### config.mk
export PLATFORM = sky130hd
export DESIGN_NAME = buck_boost_phase_sequencer
export DESIGN_NICKNAME = d
export VERILOG_FILES = /design/src/common/bbseq_pkg.sv /design/src/logic/sync2.sv /design/src/logic/buck_boost_phase_sequencer.sv
export VERILOG_INCLUDE_DIRS = /design/src /design/src/common
export SDC_FILE = /design/constraint.sdc
export NUM_CORES = 1
export LEC_CHECK = 0
export BUFFER_PORTS_ARGS = -buffer_cell sky130_fd_sc_hd__buf_2
export CELL_PAD_IN_SITES_DETAIL_PLACEMENT = 0
export CELL_PAD_IN_SITES_GLOBAL_PLACEMENT = 1
export CORE_ASPECT_RATIO = 0.75
export CORE_MARGIN = 5
export CORE_UTILIZATION = 46
export DETAILED_ROUTE_END_ITERATION = 8
export GPL_ROUTABILITY_DRIVEN = 0
export GPL_TIMING_DRIVEN = 0
export HOLD_SLACK_MARGIN = 0.1
export PLACE_DENSITY_LB_ADDON = 0.1
export SLEW_MARGIN = 30
export SYNTH_ARGS = -nofsm -noshare
export SYNTH_HDL_FRONTEND = slang
export SYNTH_SLANG_ARGS = --single-unit
### constraint.sdc
create_clock -name clock_i -period 4.1 [get_ports clock_i]
set_input_delay 0.41 -clock clock_i [delete_from_list [all_inputs] [get_ports clock_i]]
set_output_delay 0.41 -clock clock_i [all_outputs]
set_load 0.1 [all_outputs]
### src/common/bbseq_cfg.svh
// Purpose: Constants for the buck-boost phase sequencer
// Assumes: 200 MHz clock_i, 5 ns period
// Notes:   Offsets are register addresses on the configuration port
`ifndef BBSEQ_CFG_SVH
`define BBSEQ_CFG_SVH
`define CLK_PERIOD_NS        5
`define REG_MODE_CFG         8'h01
`define REG_PEAK_LIMITS      8'h03
`define REG_LOOP_CFG         8'h04
`define MODE_SEL_BIT         2
`define ZC_DIS_BIT           4
`define ADAPT_DIS_BIT        1
`define INTEG_EN_BIT         2
`define MODE_CFG_RST         8'h00
`define PEAK_LIMITS_RST      8'h44
`define LOOP_CFG_RST         8'h04
`define CHARGE_TIMEOUT_NS    500
`define CHARGE_TIMEOUT_CYC   (`CHARGE_TIMEOUT_NS / `CLK_PERIOD_NS)
`define FREEWHEEL_NS         30
`define FREEWHEEL_CYC        (`FREEWHEEL_NS / `CLK_PERIOD_NS)
`endif

### src/common/bbseq_pkg.sv
// Purpose: Types for the buck-boost phase sequencer
// Assumes: Nothing
// Notes:   One-hot phase codes
package bbseq_pkg;
	typedef enum logic [4:0] {
		PH_IDLE = 5'h01,
		PH_1    = 5'h02,
		PH_2    = 5'h04,
		PH_3    = 5'h08,
		PH_4    = 5'h10
	} phase_t;
endpackage

### src/logic/sync2.sv
// Purpose: Two-flop synchroniser for a vector of comparator levels
// Assumes: Inputs asynchronous to clock_i
// Notes:   First stage is read only by the second
module sync2 #(
	parameter int W = 1
) (
	// Clock and reset
	input  wire logic         clock_i,
	input  wire logic         rstn_i,
	// Data
	input  wire logic [W-1:0] async_i,
	output logic      [W-1:0] sync_o
);
	logic [W-1:0] meta_q;
	always_ff @(posedge clock_i or negedge rstn_i) begin
		if (!rstn_i) begin
			meta_q <= '0;
			sync_o <= '0;
		end else begin
			meta_q <= async_i;
			sync_o <= meta_q;
		end
	end
endmodule

### src/logic/buck_boost_phase_sequencer.sv
// Purpose: Selects the two conducting power switches in each switching phase
// Assumes: Comparators compare inductor current with the limit codes driven out here
// Notes:   Analog loop is external; only its integrator and limit codes come from here
//
// Overview of operation
// Each phase turns on exactly two switches; phase 4 freewheels on both lows.
// Mode bit 0x01[2] low selects buck-boost, high selects buck-only sequencing.
// Buck-boost charges in phase 2 up to primary peak, then goes phase 1.
// Phase 1 with Vin above Vout ends at primary plus secondary peak or timeout.
// Phase 1 with Vin at or below Vout ends at valley or timeout.
// Charge timeout starts when current reaches the primary peak limit, or at phase 1 entry in buck-only.
// Phase 3 discharges to valley or below zero, then freewheels in phase 4.
// CCM with zero comparator disabled passes phase 4 for about 30 ns.
// CCM with zero comparator enabled skips phase 4 straight to charging.
// Buck-only never uses phase 2; phase 1 ends at peak or timeout.
// Adaptive disable holds programmed peaks and forces valley limit to zero.
// Adaptive enabled lets the adaptive control move peak and valley limits.
// Startup forces DCM, zero valley and soft-start peak limits.
// Zero comparator disabled: valley limit doubles as zero-crossing threshold.
// Zero comparator enabled: zero threshold fixed 0 mA, phase 4 on crossing.
// Bit 0x04[2] switches loop between proportional and integrator operation.
// Integrator bit one means integrator on, zero means proportional only.
// Auxiliary input n-switch enabled only while input is below falling UVLO.
// Comparators are synchronised; timeout counter clears on every restart.
`include "bbseq_cfg.svh"
module buck_boost_phase_sequencer
	import bbseq_pkg::*;
(
	// Clock and reset
	input  wire logic       clock_i,
	input  wire logic       rstn_i,
	// Configuration port
	input  wire logic       cfg_wr_i,
	input  wire logic [7:0] cfg_addr_i,
	input  wire logic [7:0] cfg_wdata_i,
	output logic      [7:0] cfg_rdata_o,
	// Regulator control
	input  wire logic       enable_i,
	input  wire logic       startup_done_i,
	input  wire logic       ccm_allowed_i,
	input  wire logic [3:0] adapt_primary_i,
	input  wire logic [3:0] adapt_secondary_i,
	input  wire logic [3:0] adapt_valley_i,
	input  wire logic [3:0] softstart_primary_peak_i,
	input  wire logic [3:0] softstart_secondary_peak_i,
	// Analog comparators (asynchronous)
	input  wire logic       peak_primary_cmp_i,
	input  wire logic       peak_total_cmp_i,
	input  wire logic       valley_cmp_i,
	input  wire logic       zero_cross_cmp_i,
	input  wire logic       vin_above_vout_cmp_i,
	input  wire logic       vin_below_uvlo_cmp_i,
	// Gate drive and limit codes
	output logic            input_high_switch_o,
	output logic            input_low_switch_o,
	output logic            output_high_switch_o,
	output logic            output_low_switch_o,
	output logic            input_aux_nswitch_o,
	output logic      [3:0] primary_limit_o,
	output logic      [3:0] total_extra_limit_o,
	output logic      [3:0] valley_limit_o,
	output logic            zero_cmp_enable_o,
	output logic            loop_integrator_enable_o,
	output logic [4:0]      phase_o
);
	localparam logic [6:0] TMO_CYC = 7'(`CHARGE_TIMEOUT_CYC);
	localparam logic [6:0] FW_CYC  = 7'(`FREEWHEEL_CYC);
	logic [7:0] mode_cfg_q, inductor_peak_limits_q, loop_cfg_q;
	logic [5:0] cmp_s;
	logic       pk1, pktot, valley, zc, vin_gt, uvlo;
	phase_t     phase_q, phase_d;
	logic [6:0] tmo_cnt_q, fw_cnt_q;
	logic       tmo_run_q, tmo_done, startup_q;
	logic       buck_only, zc_dis, adapt_dis, ccm, discharge_end;

	// Comparators cross in one shared synchroniser
	sync2 #(.W(6)) u_cmp_sync (
		.clock_i (clock_i),
		.rstn_i  (rstn_i),
		.async_i ({peak_primary_cmp_i, peak_total_cmp_i, valley_cmp_i,
		           zero_cross_cmp_i, vin_above_vout_cmp_i, vin_below_uvlo_cmp_i}),
		.sync_o  (cmp_s)
	);
	assign {pk1, pktot, valley, zc, vin_gt, uvlo} = cmp_s;

	// Register file
	always_ff @(posedge clock_i or negedge rstn_i) begin
		if (!rstn_i) begin
			mode_cfg_q             <= `MODE_CFG_RST;
			inductor_peak_limits_q <= `PEAK_LIMITS_RST;
			loop_cfg_q             <= `LOOP_CFG_RST;
		end else if (cfg_wr_i) begin
			unique case (cfg_addr_i)
				`REG_MODE_CFG:    mode_cfg_q             <= cfg_wdata_i;
				`REG_PEAK_LIMITS: inductor_peak_limits_q <= cfg_wdata_i;
				`REG_LOOP_CFG:    loop_cfg_q             <= cfg_wdata_i;
				default: ;
			endcase
		end
	end

	always_ff @(posedge clock_i or negedge rstn_i) begin
		if (!rstn_i) begin
			cfg_rdata_o <= 8'h00;
		end else begin
			unique case (cfg_addr_i)
				`REG_MODE_CFG:    cfg_rdata_o <= mode_cfg_q;
				`REG_PEAK_LIMITS: cfg_rdata_o <= inductor_peak_limits_q;
				`REG_LOOP_CFG:    cfg_rdata_o <= loop_cfg_q;
				default:          cfg_rdata_o <= 8'h00;
			endcase
		end
	end

	assign buck_only = mode_cfg_q[`MODE_SEL_BIT];
	assign zc_dis    = mode_cfg_q[`ZC_DIS_BIT];
	assign adapt_dis = loop_cfg_q[`ADAPT_DIS_BIT];

	// Startup latch: set again on disable, released once output is final
	always_ff @(posedge clock_i or negedge rstn_i) begin
		if (!rstn_i) begin
			startup_q <= 1'b1;
		end else if (!enable_i) begin
			startup_q <= 1'b1;
		end else if (startup_done_i) begin
			startup_q <= 1'b0;
		end
	end

	// CCM only after startup
	assign ccm = ccm_allowed_i && !startup_q;

	// Limit codes to the comparator DACs
	always_ff @(posedge clock_i or negedge rstn_i) begin
		if (!rstn_i) begin
			primary_limit_o     <= 4'h0;
			total_extra_limit_o <= 4'h0;
			valley_limit_o      <= 4'h0;
			zero_cmp_enable_o   <= 1'b0;
		end else begin
			zero_cmp_enable_o <= !zc_dis;
			if (startup_q) begin
				primary_limit_o     <= softstart_primary_peak_i;
				total_extra_limit_o <= softstart_secondary_peak_i;
				valley_limit_o      <= 4'h0;
			end else if (adapt_dis) begin
				primary_limit_o     <= inductor_peak_limits_q[3:0];
				total_extra_limit_o <= inductor_peak_limits_q[7:4];
				valley_limit_o      <= 4'h0;
			end else begin
				primary_limit_o     <= adapt_primary_i;
				total_extra_limit_o <= adapt_secondary_i;
				valley_limit_o      <= adapt_valley_i;
			end
		end
	end

	// Integrator bit passed to the analog loop
	always_ff @(posedge clock_i or negedge rstn_i) begin
		if (!rstn_i) begin
			loop_integrator_enable_o <= 1'b1;
		end else begin
			loop_integrator_enable_o <= loop_cfg_q[`INTEG_EN_BIT];
		end
	end

	// Aux n-switch only under UVLO, and only when input high side conducts
	always_ff @(posedge clock_i or negedge rstn_i) begin
		if (!rstn_i) begin
			input_aux_nswitch_o <= 1'b0;
		end else begin
			input_aux_nswitch_o <= uvlo && (phase_d == PH_1 || phase_d == PH_2);
		end
	end

	// Charge timeout, restarted from zero at primary peak, or at phase 1 entry in buck-only
	always_ff @(posedge clock_i or negedge rstn_i) begin
		if (!rstn_i) begin
			tmo_cnt_q <= 7'h00;
			tmo_run_q <= 1'b0;
		end else if (phase_q != PH_1 && phase_d == PH_1 && (pk1 || buck_only)) begin
			tmo_cnt_q <= 7'h00;
			tmo_run_q <= 1'b1;
		end else if (phase_q == PH_1 && !tmo_run_q && pk1) begin
			tmo_cnt_q <= 7'h00;
			tmo_run_q <= 1'b1;
		end else if (phase_q != PH_1) begin
			tmo_run_q <= 1'b0;
		end else if (tmo_run_q && !tmo_done) begin
			tmo_cnt_q <= tmo_cnt_q + 7'h01;
		end
	end
	assign tmo_done = tmo_run_q && (tmo_cnt_q >= TMO_CYC - 7'h01);

	// Short freewheel counter for CCM with zero comparator off
	always_ff @(posedge clock_i or negedge rstn_i) begin
		if (!rstn_i) begin
			fw_cnt_q <= 7'h00;
		end else if (phase_q != PH_4) begin
			fw_cnt_q <= 7'h00;
		end else if (fw_cnt_q != FW_CYC) begin
			fw_cnt_q <= fw_cnt_q + 7'h01;
		end
	end

	// Discharge ends at valley, or at zero crossing when the comparator is on
	assign discharge_end = valley || (!zc_dis && zc);

	// Phase sequencing
	always_comb begin
		phase_d = phase_q;
		unique case (phase_q)
			PH_IDLE: begin
				if (enable_i) begin
					phase_d = buck_only ? PH_1 : PH_2;
				end
			end
			PH_2: begin
				if (pk1) begin
					phase_d = PH_1;
				end
			end
			PH_1: begin
				if (buck_only) begin
					if (pk1 || tmo_done) begin
						phase_d = PH_3;
					end
				end else if (vin_gt) begin
					if (pktot || tmo_done) begin
						phase_d = PH_3;
					end
				end else if (valley || tmo_done) begin
					phase_d = PH_3;
				end
			end
			PH_3: begin
				if (discharge_end) begin
					if (ccm && !zc_dis && !zc) begin
						phase_d = buck_only ? PH_1 : PH_2;
					end else begin
						phase_d = PH_4;
					end
				end
			end
			PH_4: begin
				if (ccm && zc_dis) begin
					if (fw_cnt_q == FW_CYC - 7'h01) begin
						phase_d = buck_only ? PH_1 : PH_2;
					end
				end else begin
					// No load-demand input: waiting on valley could stall at zero current
					phase_d = buck_only ? PH_1 : PH_2;
				end
			end
			default: phase_d = PH_IDLE;
		endcase
		if (!enable_i) begin
			phase_d = PH_IDLE;
		end
	end

	always_ff @(posedge clock_i or negedge rstn_i) begin
		if (!rstn_i) begin
			phase_q <= PH_IDLE;
		end else begin
			phase_q <= phase_d;
		end
	end

	// Two switches per phase, registered straight from next phase
	always_ff @(posedge clock_i or negedge rstn_i) begin
		if (!rstn_i) begin
			input_high_switch_o  <= 1'b0;
			input_low_switch_o   <= 1'b0;
			output_high_switch_o <= 1'b0;
			output_low_switch_o  <= 1'b0;
			phase_o              <= 5'h01;
		end else begin
			input_high_switch_o  <= (phase_d == PH_1) || (phase_d == PH_2);
			input_low_switch_o   <= (phase_d == PH_3) || (phase_d == PH_4);
			output_high_switch_o <= (phase_d == PH_1) || (phase_d == PH_3);
			output_low_switch_o  <= (phase_d == PH_2) || (phase_d == PH_4);
			phase_o              <= phase_d;
		end
	end

	property p_two_switches;
		@(posedge clock_i) disable iff (!rstn_i)
		(phase_o != 5'h01) |-> ($countones({input_high_switch_o, input_low_switch_o,
			output_high_switch_o, output_low_switch_o}) == 2);
	endproperty
	a_two_switches: assert property (p_two_switches) else $error("not two switches");
	property p_buck_no_ph2;
		@(posedge clock_i) disable iff (!rstn_i)
		(buck_only && phase_q != PH_2) |=> (phase_q != PH_2);
	endproperty
	a_buck_no_ph2: assert property (p_buck_no_ph2) else $error("phase 2 in buck");
	property p_ph2_to_ph1;
		@(posedge clock_i) disable iff (!rstn_i)
		(phase_q == PH_2 && pk1 && enable_i) |=> (phase_q == PH_1);
	endproperty
	a_ph2_to_ph1: assert property (p_ph2_to_ph1) else $error("phase 2 exit wrong");
	property p_timeout;
		@(posedge clock_i) disable iff (!rstn_i)
		(phase_q == PH_1 && tmo_run_q && tmo_cnt_q == 7'h00 && enable_i) |->
			##[1:100] (phase_q != PH_1);
	endproperty
	a_timeout: assert property (p_timeout) else $error("timeout exceeded");
	property p_fw_len;
		@(posedge clock_i) disable iff (!rstn_i)
		($rose(phase_q == PH_4) && ccm && zc_dis && enable_i) |->
			(phase_q == PH_4) [*6];
	endproperty
	a_fw_len: assert property (p_fw_len) else $error("short freewheel");
	property p_valley_zero;
		@(posedge clock_i) disable iff (!rstn_i)
		(adapt_dis || startup_q) |=> (valley_limit_o == 4'h0);
	endproperty
	a_valley_zero: assert property (p_valley_zero) else $error("valley not zero");
	property p_aux;
		@(posedge clock_i) disable iff (!rstn_i)
		input_aux_nswitch_o |-> $past(uvlo);
	endproperty
	a_aux: assert property (p_aux) else $error("aux switch without uvlo");
	property p_integ;
		@(posedge clock_i) disable iff (!rstn_i)
		(cfg_wr_i && cfg_addr_i == `REG_LOOP_CFG) |->
			##2 (loop_integrator_enable_o == $past(cfg_wdata_i[`INTEG_EN_BIT], 2));
	endproperty
	a_integ: assert property (p_integ) else $error("integrator bit wrong");
	property p_ccm_skip;
		@(posedge clock_i) disable iff (!rstn_i)
		(phase_q == PH_3 && valley && ccm && !zc_dis && !zc && enable_i) |=>
			(phase_q != PH_4);
	endproperty
	a_ccm_skip: assert property (p_ccm_skip) else $error("phase 4 not skipped");
endmodule

Word level (Yosys, flattened, before mapping):

Index checks and enable logic that the tools add are counted.

* mux-type cells: 31
* equality and inequality tests: 18
* add/sub/neg operators: 2
* reduce and logical (&&, ||, !) cells: 33
* order comparisons: 1

Operator list (number)
* 5-bit two-way mux: 11
* 7-bit two-way mux: 6
* 5-bit case mux with 5 select lines: 1
* 4-bit two-way mux: 6
* 8-bit case mux with 3 select lines: 1
* 7-bit by 1-bit adder with 7-bit output (second input constant): 2
* 1-bit logical AND: 12
* 5-bit by 2-bit equality test with 1-bit output (second input constant): 2
* 5-bit by 3-bit equality test with 1-bit output (second input constant): 2
* 5-bit by 4-bit equality test with 1-bit output (second input constant): 2
* 5-bit equality test (second input constant): 2
* 1-bit logical OR: 9
* 8-bit by 1-bit equality test with 1-bit output (second input constant): 1
* 8-bit by 2-bit equality test with 1-bit output (second input constant): 1
* 8-bit by 3-bit equality test with 1-bit output (second input constant): 1
* 2-bit AND reduction: 4
* 7-bit by 3-bit equality test with 1-bit output (second input constant): 1
* 7-bit >= comparator (second input constant): 1
* 7-bit by 3-bit inequality test with 1-bit output (second input constant): 1
* 3-bit nonzero test: 2
* 5-bit by 1-bit equality test with 1-bit output (second input constant): 1
* 1-bit logical NOT: 5
* 1-bit two-way mux: 5
* 5-bit by 2-bit inequality test with 1-bit output (second input constant): 1
* 5 further kinds: 5

* output and inout bits: 32
* bits of input ports: 48
* flip-flop bits (word level): 84
* word-level logic and storage cells: 106

Depth between registers and ports, before layout:

* word-level depth: 13
* depth in mapped cells: 7
* depth with buffers taken out: 6

By module:

From an unflattened synthesis, not the netlist that was laid out.

* cell total of the unflattened synthesis: 285
* area total of the unflattened synthesis: 3562.2 um^2

Modules (own cells, without submodules)
* buck_boost_phase_sequencer: instances 1, area each 3261.9 um^2, cells an instance 273, seq. area each 1809.2 um^2
* sync2: instances 1, area each 300.3 um^2, cells an instance 12, seq. area each 300.3 um^2

Worst setup path after synthesis:

Ideal clock, no wire load.

* path kind: register -> register
* from: register, netlist name phase_o[1]
* to: register tmo_run_q
* cell stages (with the launch flop): 7
* buffers on the path: 1
* setup time: 0.124 ns
* clock period less this slack: 2.412 ns
* data arrival time: 2.288 ns
* required time: 3.976 ns
* setup slack: 1.688 ns
* path through: dfrtp_1 -> buf_2 -> nor3_1 -> and4b_1 -> a2111oi_2 -> nor3_4 -> o21bai_1

RTL lines
* end signal, assigned: line buck_boost_phase_sequencer.sv:180 `tmo_run_q <= 1'b0;`
* end signal, assigned: line buck_boost_phase_sequencer.sv:183 `tmo_run_q <= 1'b1;`
* end signal, assigned: line buck_boost_phase_sequencer.sv:186 `tmo_run_q <= 1'b1;`
* end, declared: line buck_boost_phase_sequencer.sv:73 `logic tmo_run_q, tmo_done, startup_q;`

Final worst setup path:

* from: register tmo_cnt_q[0]
* to: register input_high_switch_o

* cells in the longest elaborated chain, start to end: 10
* elaborated cells on any way between the ends: 15
* classes of those cells: order compare (1); eq/ne (2); mux (7); reduce/logical (5)

RTL lines
* start, declared: line buck_boost_phase_sequencer.sv:72 `logic [6:0] tmo_cnt_q, fw_cnt_q;`
* start signal, assigned: line buck_boost_phase_sequencer.sv:190 `tmo_cnt_q <= tmo_cnt_q + 7'h01;`
* 7-bit >= comparator (*): line buck_boost_phase_sequencer.sv:193 `assign tmo_done = tmo_run_q && (tmo_cnt_q >= TMO_CYC - 7'h01);`
* 1-bit logical AND (*): line buck_boost_phase_sequencer.sv:193
* 1-bit logical OR (on tied branches): line buck_boost_phase_sequencer.sv:232, buck_boost_phase_sequencer.sv:229
* 5-bit two-way mux (on tied branches): line buck_boost_phase_sequencer.sv:232, buck_boost_phase_sequencer.sv:229
* 5-bit two-way mux: line buck_boost_phase_sequencer.sv:228 `end else if (vin_gt) begin`
* 5-bit two-way mux (*): line buck_boost_phase_sequencer.sv:224 `if (buck_only) begin`
* 5-bit case mux with 5 select lines (*): line buck_boost_phase_sequencer.sv:212 `unique case (phase_q)`
* 5-bit two-way mux (*): line buck_boost_phase_sequencer.sv:257 `if (!enable_i) begin`
* 5-bit by 2-bit equality test with 1-bit output / 5-bit by 3-bit equality test with 1-bit output (equally long branches): line buck_boost_phase_sequencer.sv:279 `input_high_switch_o <= (phase_d == PH_1) || (phase_d == PH_2);`
* 1-bit logical OR (*): line buck_boost_phase_sequencer.sv:279
* end signal, assigned: line buck_boost_phase_sequencer.sv:279
* end, declared: line buck_boost_phase_sequencer.sv:54 `output logic input_high_switch_o,`

Mark *: on every way between the ends. The rest lies on a longest branch, timed or not.
A chain may end at the register's enable or synchronous reset.

==> impl_results.md <==
* Post-Syn Nets at 338
* Largest net degree at the start of global routing at 72
* Worst path cell trace: ha_1, nor4_1, a21oi_1, a221o_1, or2_2, a31oi_1
* Die width at 113 um
* Footprint of the multi-input gates at 1420 um2
* Worst rel slew slack at 40.2%
* Placed Cells at 471
* Unrepaired setup endpoints after global routing: no
* CTS sink cnt at 84
* Commonest non-fill, non-tap cell in the layout: buf_2
* Initial antenna violation count at 0
* Top_reg_cell synth: dfrtp_1
* YS warnings at 0
* FFs w/ async S/R, synth at 100%
* First-pass GRT wire length at 13000 um
* Layout cells sized above 1 at 37.6%
* Tmin final at 2110 ps
* Core box area at 7810 um2
* Clock buffer depth at 2
* CTS tree: built
* Synth Area in XOR/XNOR at 2.39%
* Slowest cell delay on critical path at 440 ps
* Number of max-slew violations in the final report at 0
* Number of placed I/O pins at 80
* Max Cap Violations at 0
* Row count at 28
* WL final at 7810 um
* H-tree Lvls at 3
* DRC violations left at 0
* Peak supply drop at 0.192 mV
* Critical path arrival at 2390 ps
* Post-synthesis simple-gate area fraction at 14.0%
* Final Non-Filler Cells at 488
* Number of flops mapped to enable cells by yosys at 0
* CTS root buf: clkbuf_8
* Status: finished, final reports clean
* Reg2reg setup slack at 1990 ps
* Max FO, Critical Path at 6
* Static leakage at 2.21 nW
* FILL cells at 690
* Synth Area in Compound Gates at 8.62%
* Pre-Repair DR Iteration Count at 5
* Total grt overflow at 0
* Post-route clock period utilization at 51.3%
* CP Capture Type: flip-flop
* Synth Register Bits at 84
* Post_cts resized at 0
* Final Hold Viols at 0
* Pwr Density at 491 nW/um2
* Area of the die at 9850 um2
* Worst Max-Slew Pin Slew at 895 ps
* Dpl hpwl at 5440 um
* Via count at 2463
* Number of buffers created by CTS at 9
* Critical Path RT at 4380 ps
* Multiplexer area fraction after synthesis at 12.6%
* CP delay by family, top: compound AO/OA/AOI/OAI gates
* Nets at 430
* Main combinational cell family by area after synthesis: simple AND/OR/NAND/NOR gates
* Clock Skew at 9.84 ps
* Antenna cells at 0
* Hold WC Path Type: input pin to flip-flop
* Adder and majority gate portion of the synthesized area at 1.37%
* Mapped Cells at 286
* WL per Instance at 16.0 um
* Vias in the first global route at 2457
* Gr usage total at 17.1%
* Sequential cell area at 2110 um2
* Clk Latency, worst-skew pair at 360 ps
* Setup TNS at 0 ps
* Area delta synth->final at 21.1%
* Worst setup SP type: flip-flop
* Fmax at 0.475 GHz
* Clock-pin slew on the worst setup and hold paths at 80 ps
* Antenna-violating nets left at 0
* Post-synthesis sequential area ratio at 57.7%
* Synthesized cell area at 3660 um2
* Critical-path top delay cell: dfrtp_1
* Vias per cell at 5.05
* IO Port Bufs at 79
* Final setup violation count at 0
* Initial Util at 46.8%
* Initial drt markers at 192
* CP Class: flip-flop to flip-flop
* Setup repair bufs after CTS at 0
* Die height at 87.2 um
* Buf+Inv Stages, Crit Path at 0
* Commonest cells after routing, fill and taps aside: 80 x buf_2, 78 x dfrtp_1, 24 x mux2_4, 16 x nor2_1, 14 x inv_1
* Distinct cells, synth at 51
* Synthesized area per cell at 12.8 um2
sequential cells by signal, indices dropped and copies added, names as in the netlist, 4 cells and up:
| signal | flops |
|---|---|
| valley_limit_o | 4 |
| loop_cfg_q | 8 |
| u_cmp_sync.meta_q | 6 |
| fw_cnt_q | 7 |
| phase_o | 5 |
| total_extra_limit_o | 4 |
| primary_limit_o | 4 |
| cfg_rdata_o | 8 |
| inductor_peak_limits_q | 8 |
| u_cmp_sync.sync_o | 6 |
| tmo_cnt_q | 7 |
| mode_cfg_q | 8 |
area by class of cell:
cell class                 instances  area share (%)
sequential                        84            47.6
inverter                          15            1.27
clock inverter                     6            1.44
multi-input combinational        178            32.1
timing repair buffer              81            9.92
buffer                             9            1.53
clock buffer                      10            3.11
tap                              105            2.97
metal layers:
metal	up-vias	global-route usage, %	routed length [um]
li1	1207	-	-
met1	1164	26.2	3930
met2	90	23.0	3240
met3	2	4.38	608
met4	0	6.88	36
met5	-	0	0
metrics by stage:
step	utilization (%)	hold slack, ps	power (mW)	worst slack, ps	cell area (um2)
3_3_place_gp	53.6	333	1.59	1880	4180
5_1_grt	56.7	125	2.30	1830	4430
2_1_floorplan	-	114	1.45	1690	3660
3_5_place_dp	54.0	242	1.60	1860	4220
4_1_cts	56.7	127	2.21	1980	4430
6_report	56.7	148	2.18	1990	4430
worst reg2reg max path, delay by kind of cell, from the launching register on:
kind                       cells  cell delay [ps]
DFF                            1              440
AOI/OAI and AO/OA              3              730
adders and majority gates      1              260
and+or+nand+nor                2              610
synthesized netlist by cell type, drive strengths merged (2+ instances only):
cell type / n / area share [%]
mux2i: 10 / 2.7
o21ai: 11 / 1.5
and4b: 2 / 0.55
and2: 7 / 1.3
a21oi: 6 / 0.82
mux2: 24 / 9.9
a222oi: 8 / 2.2
or2: 3 / 0.51
xor2: 2 / 0.48
buf: 7 / 1.6
nand3: 6 / 0.82
nand2: 15 / 2.0
nor3: 14 / 2.2
dfrtp: 78 / 53
nand3b: 2 / 0.41
and4bb: 2 / 0.68
dfstp: 6 / 4.3
ha: 4 / 1.4
nand4: 2 / 0.34
a211oi: 3 / 0.62
a2111oi: 2 / 0.82
xnor2: 8 / 1.9
o21bai: 2 / 0.41
nand2b: 5 / 0.86
inv: 15 / 1.5
nor2: 16 / 1.6
a31oi: 3 / 0.51
nor2b: 2 / 0.34
or3: 3 / 0.51
clkbuf: 2 / 0.21
nor3b: 2 / 0.41
nor4: 2 / 0.51
o22ai: 2 / 0.34
nor4b: 2 / 0.48
what timing repair did:
action,CTS,global route
endpoints found under the setup margin,0,0
hold buffers,1,0
hold endpoints to repair,13,0
logic make-up after synthesis:
kind of cell | count (synthesis)
xor gates and xnor gates | 10
buffers and inverters | 24
adders and majority gates | 4
muxes | 34
and+or+nand+nor | 87
AOI/OAI and AO/OA | 43
DFF | 84
power by group:
| group | leakage (nW) | internal [mW] | total (mW) | switching (mW) |
|---|---|---|---|---|
| sequential | 1.08 | 0.919 | 0.995 | 0.0766 |
| combinational | 1.04 | 0.164 | 0.583 | 0.419 |
| clock | 0.0983 | 0.297 | 0.598 | 0.302 |
| total | 2.21 | 1.38 | 2.18 | 0.798 |
final timing paths:
kind	startpoint	endpoint	cells past startpoint
max in group asynchronous	rstn_i	phase_o[0]	3
setup / recovery	tmo_cnt_q[0]	input_high_switch_o	6
setup reg to reg	tmo_cnt_q[0]	input_high_switch_o	6
hold / removal	valley_cmp_i	u_cmp_sync.meta_q[3]	1
min in group asynchronous	rstn_i	total_extra_limit_o[1]	2
hold reg to reg	u_cmp_sync.meta_q[1]	u_cmp_sync.sync_o[1]	0
Power figures use the tool's default switching activity.
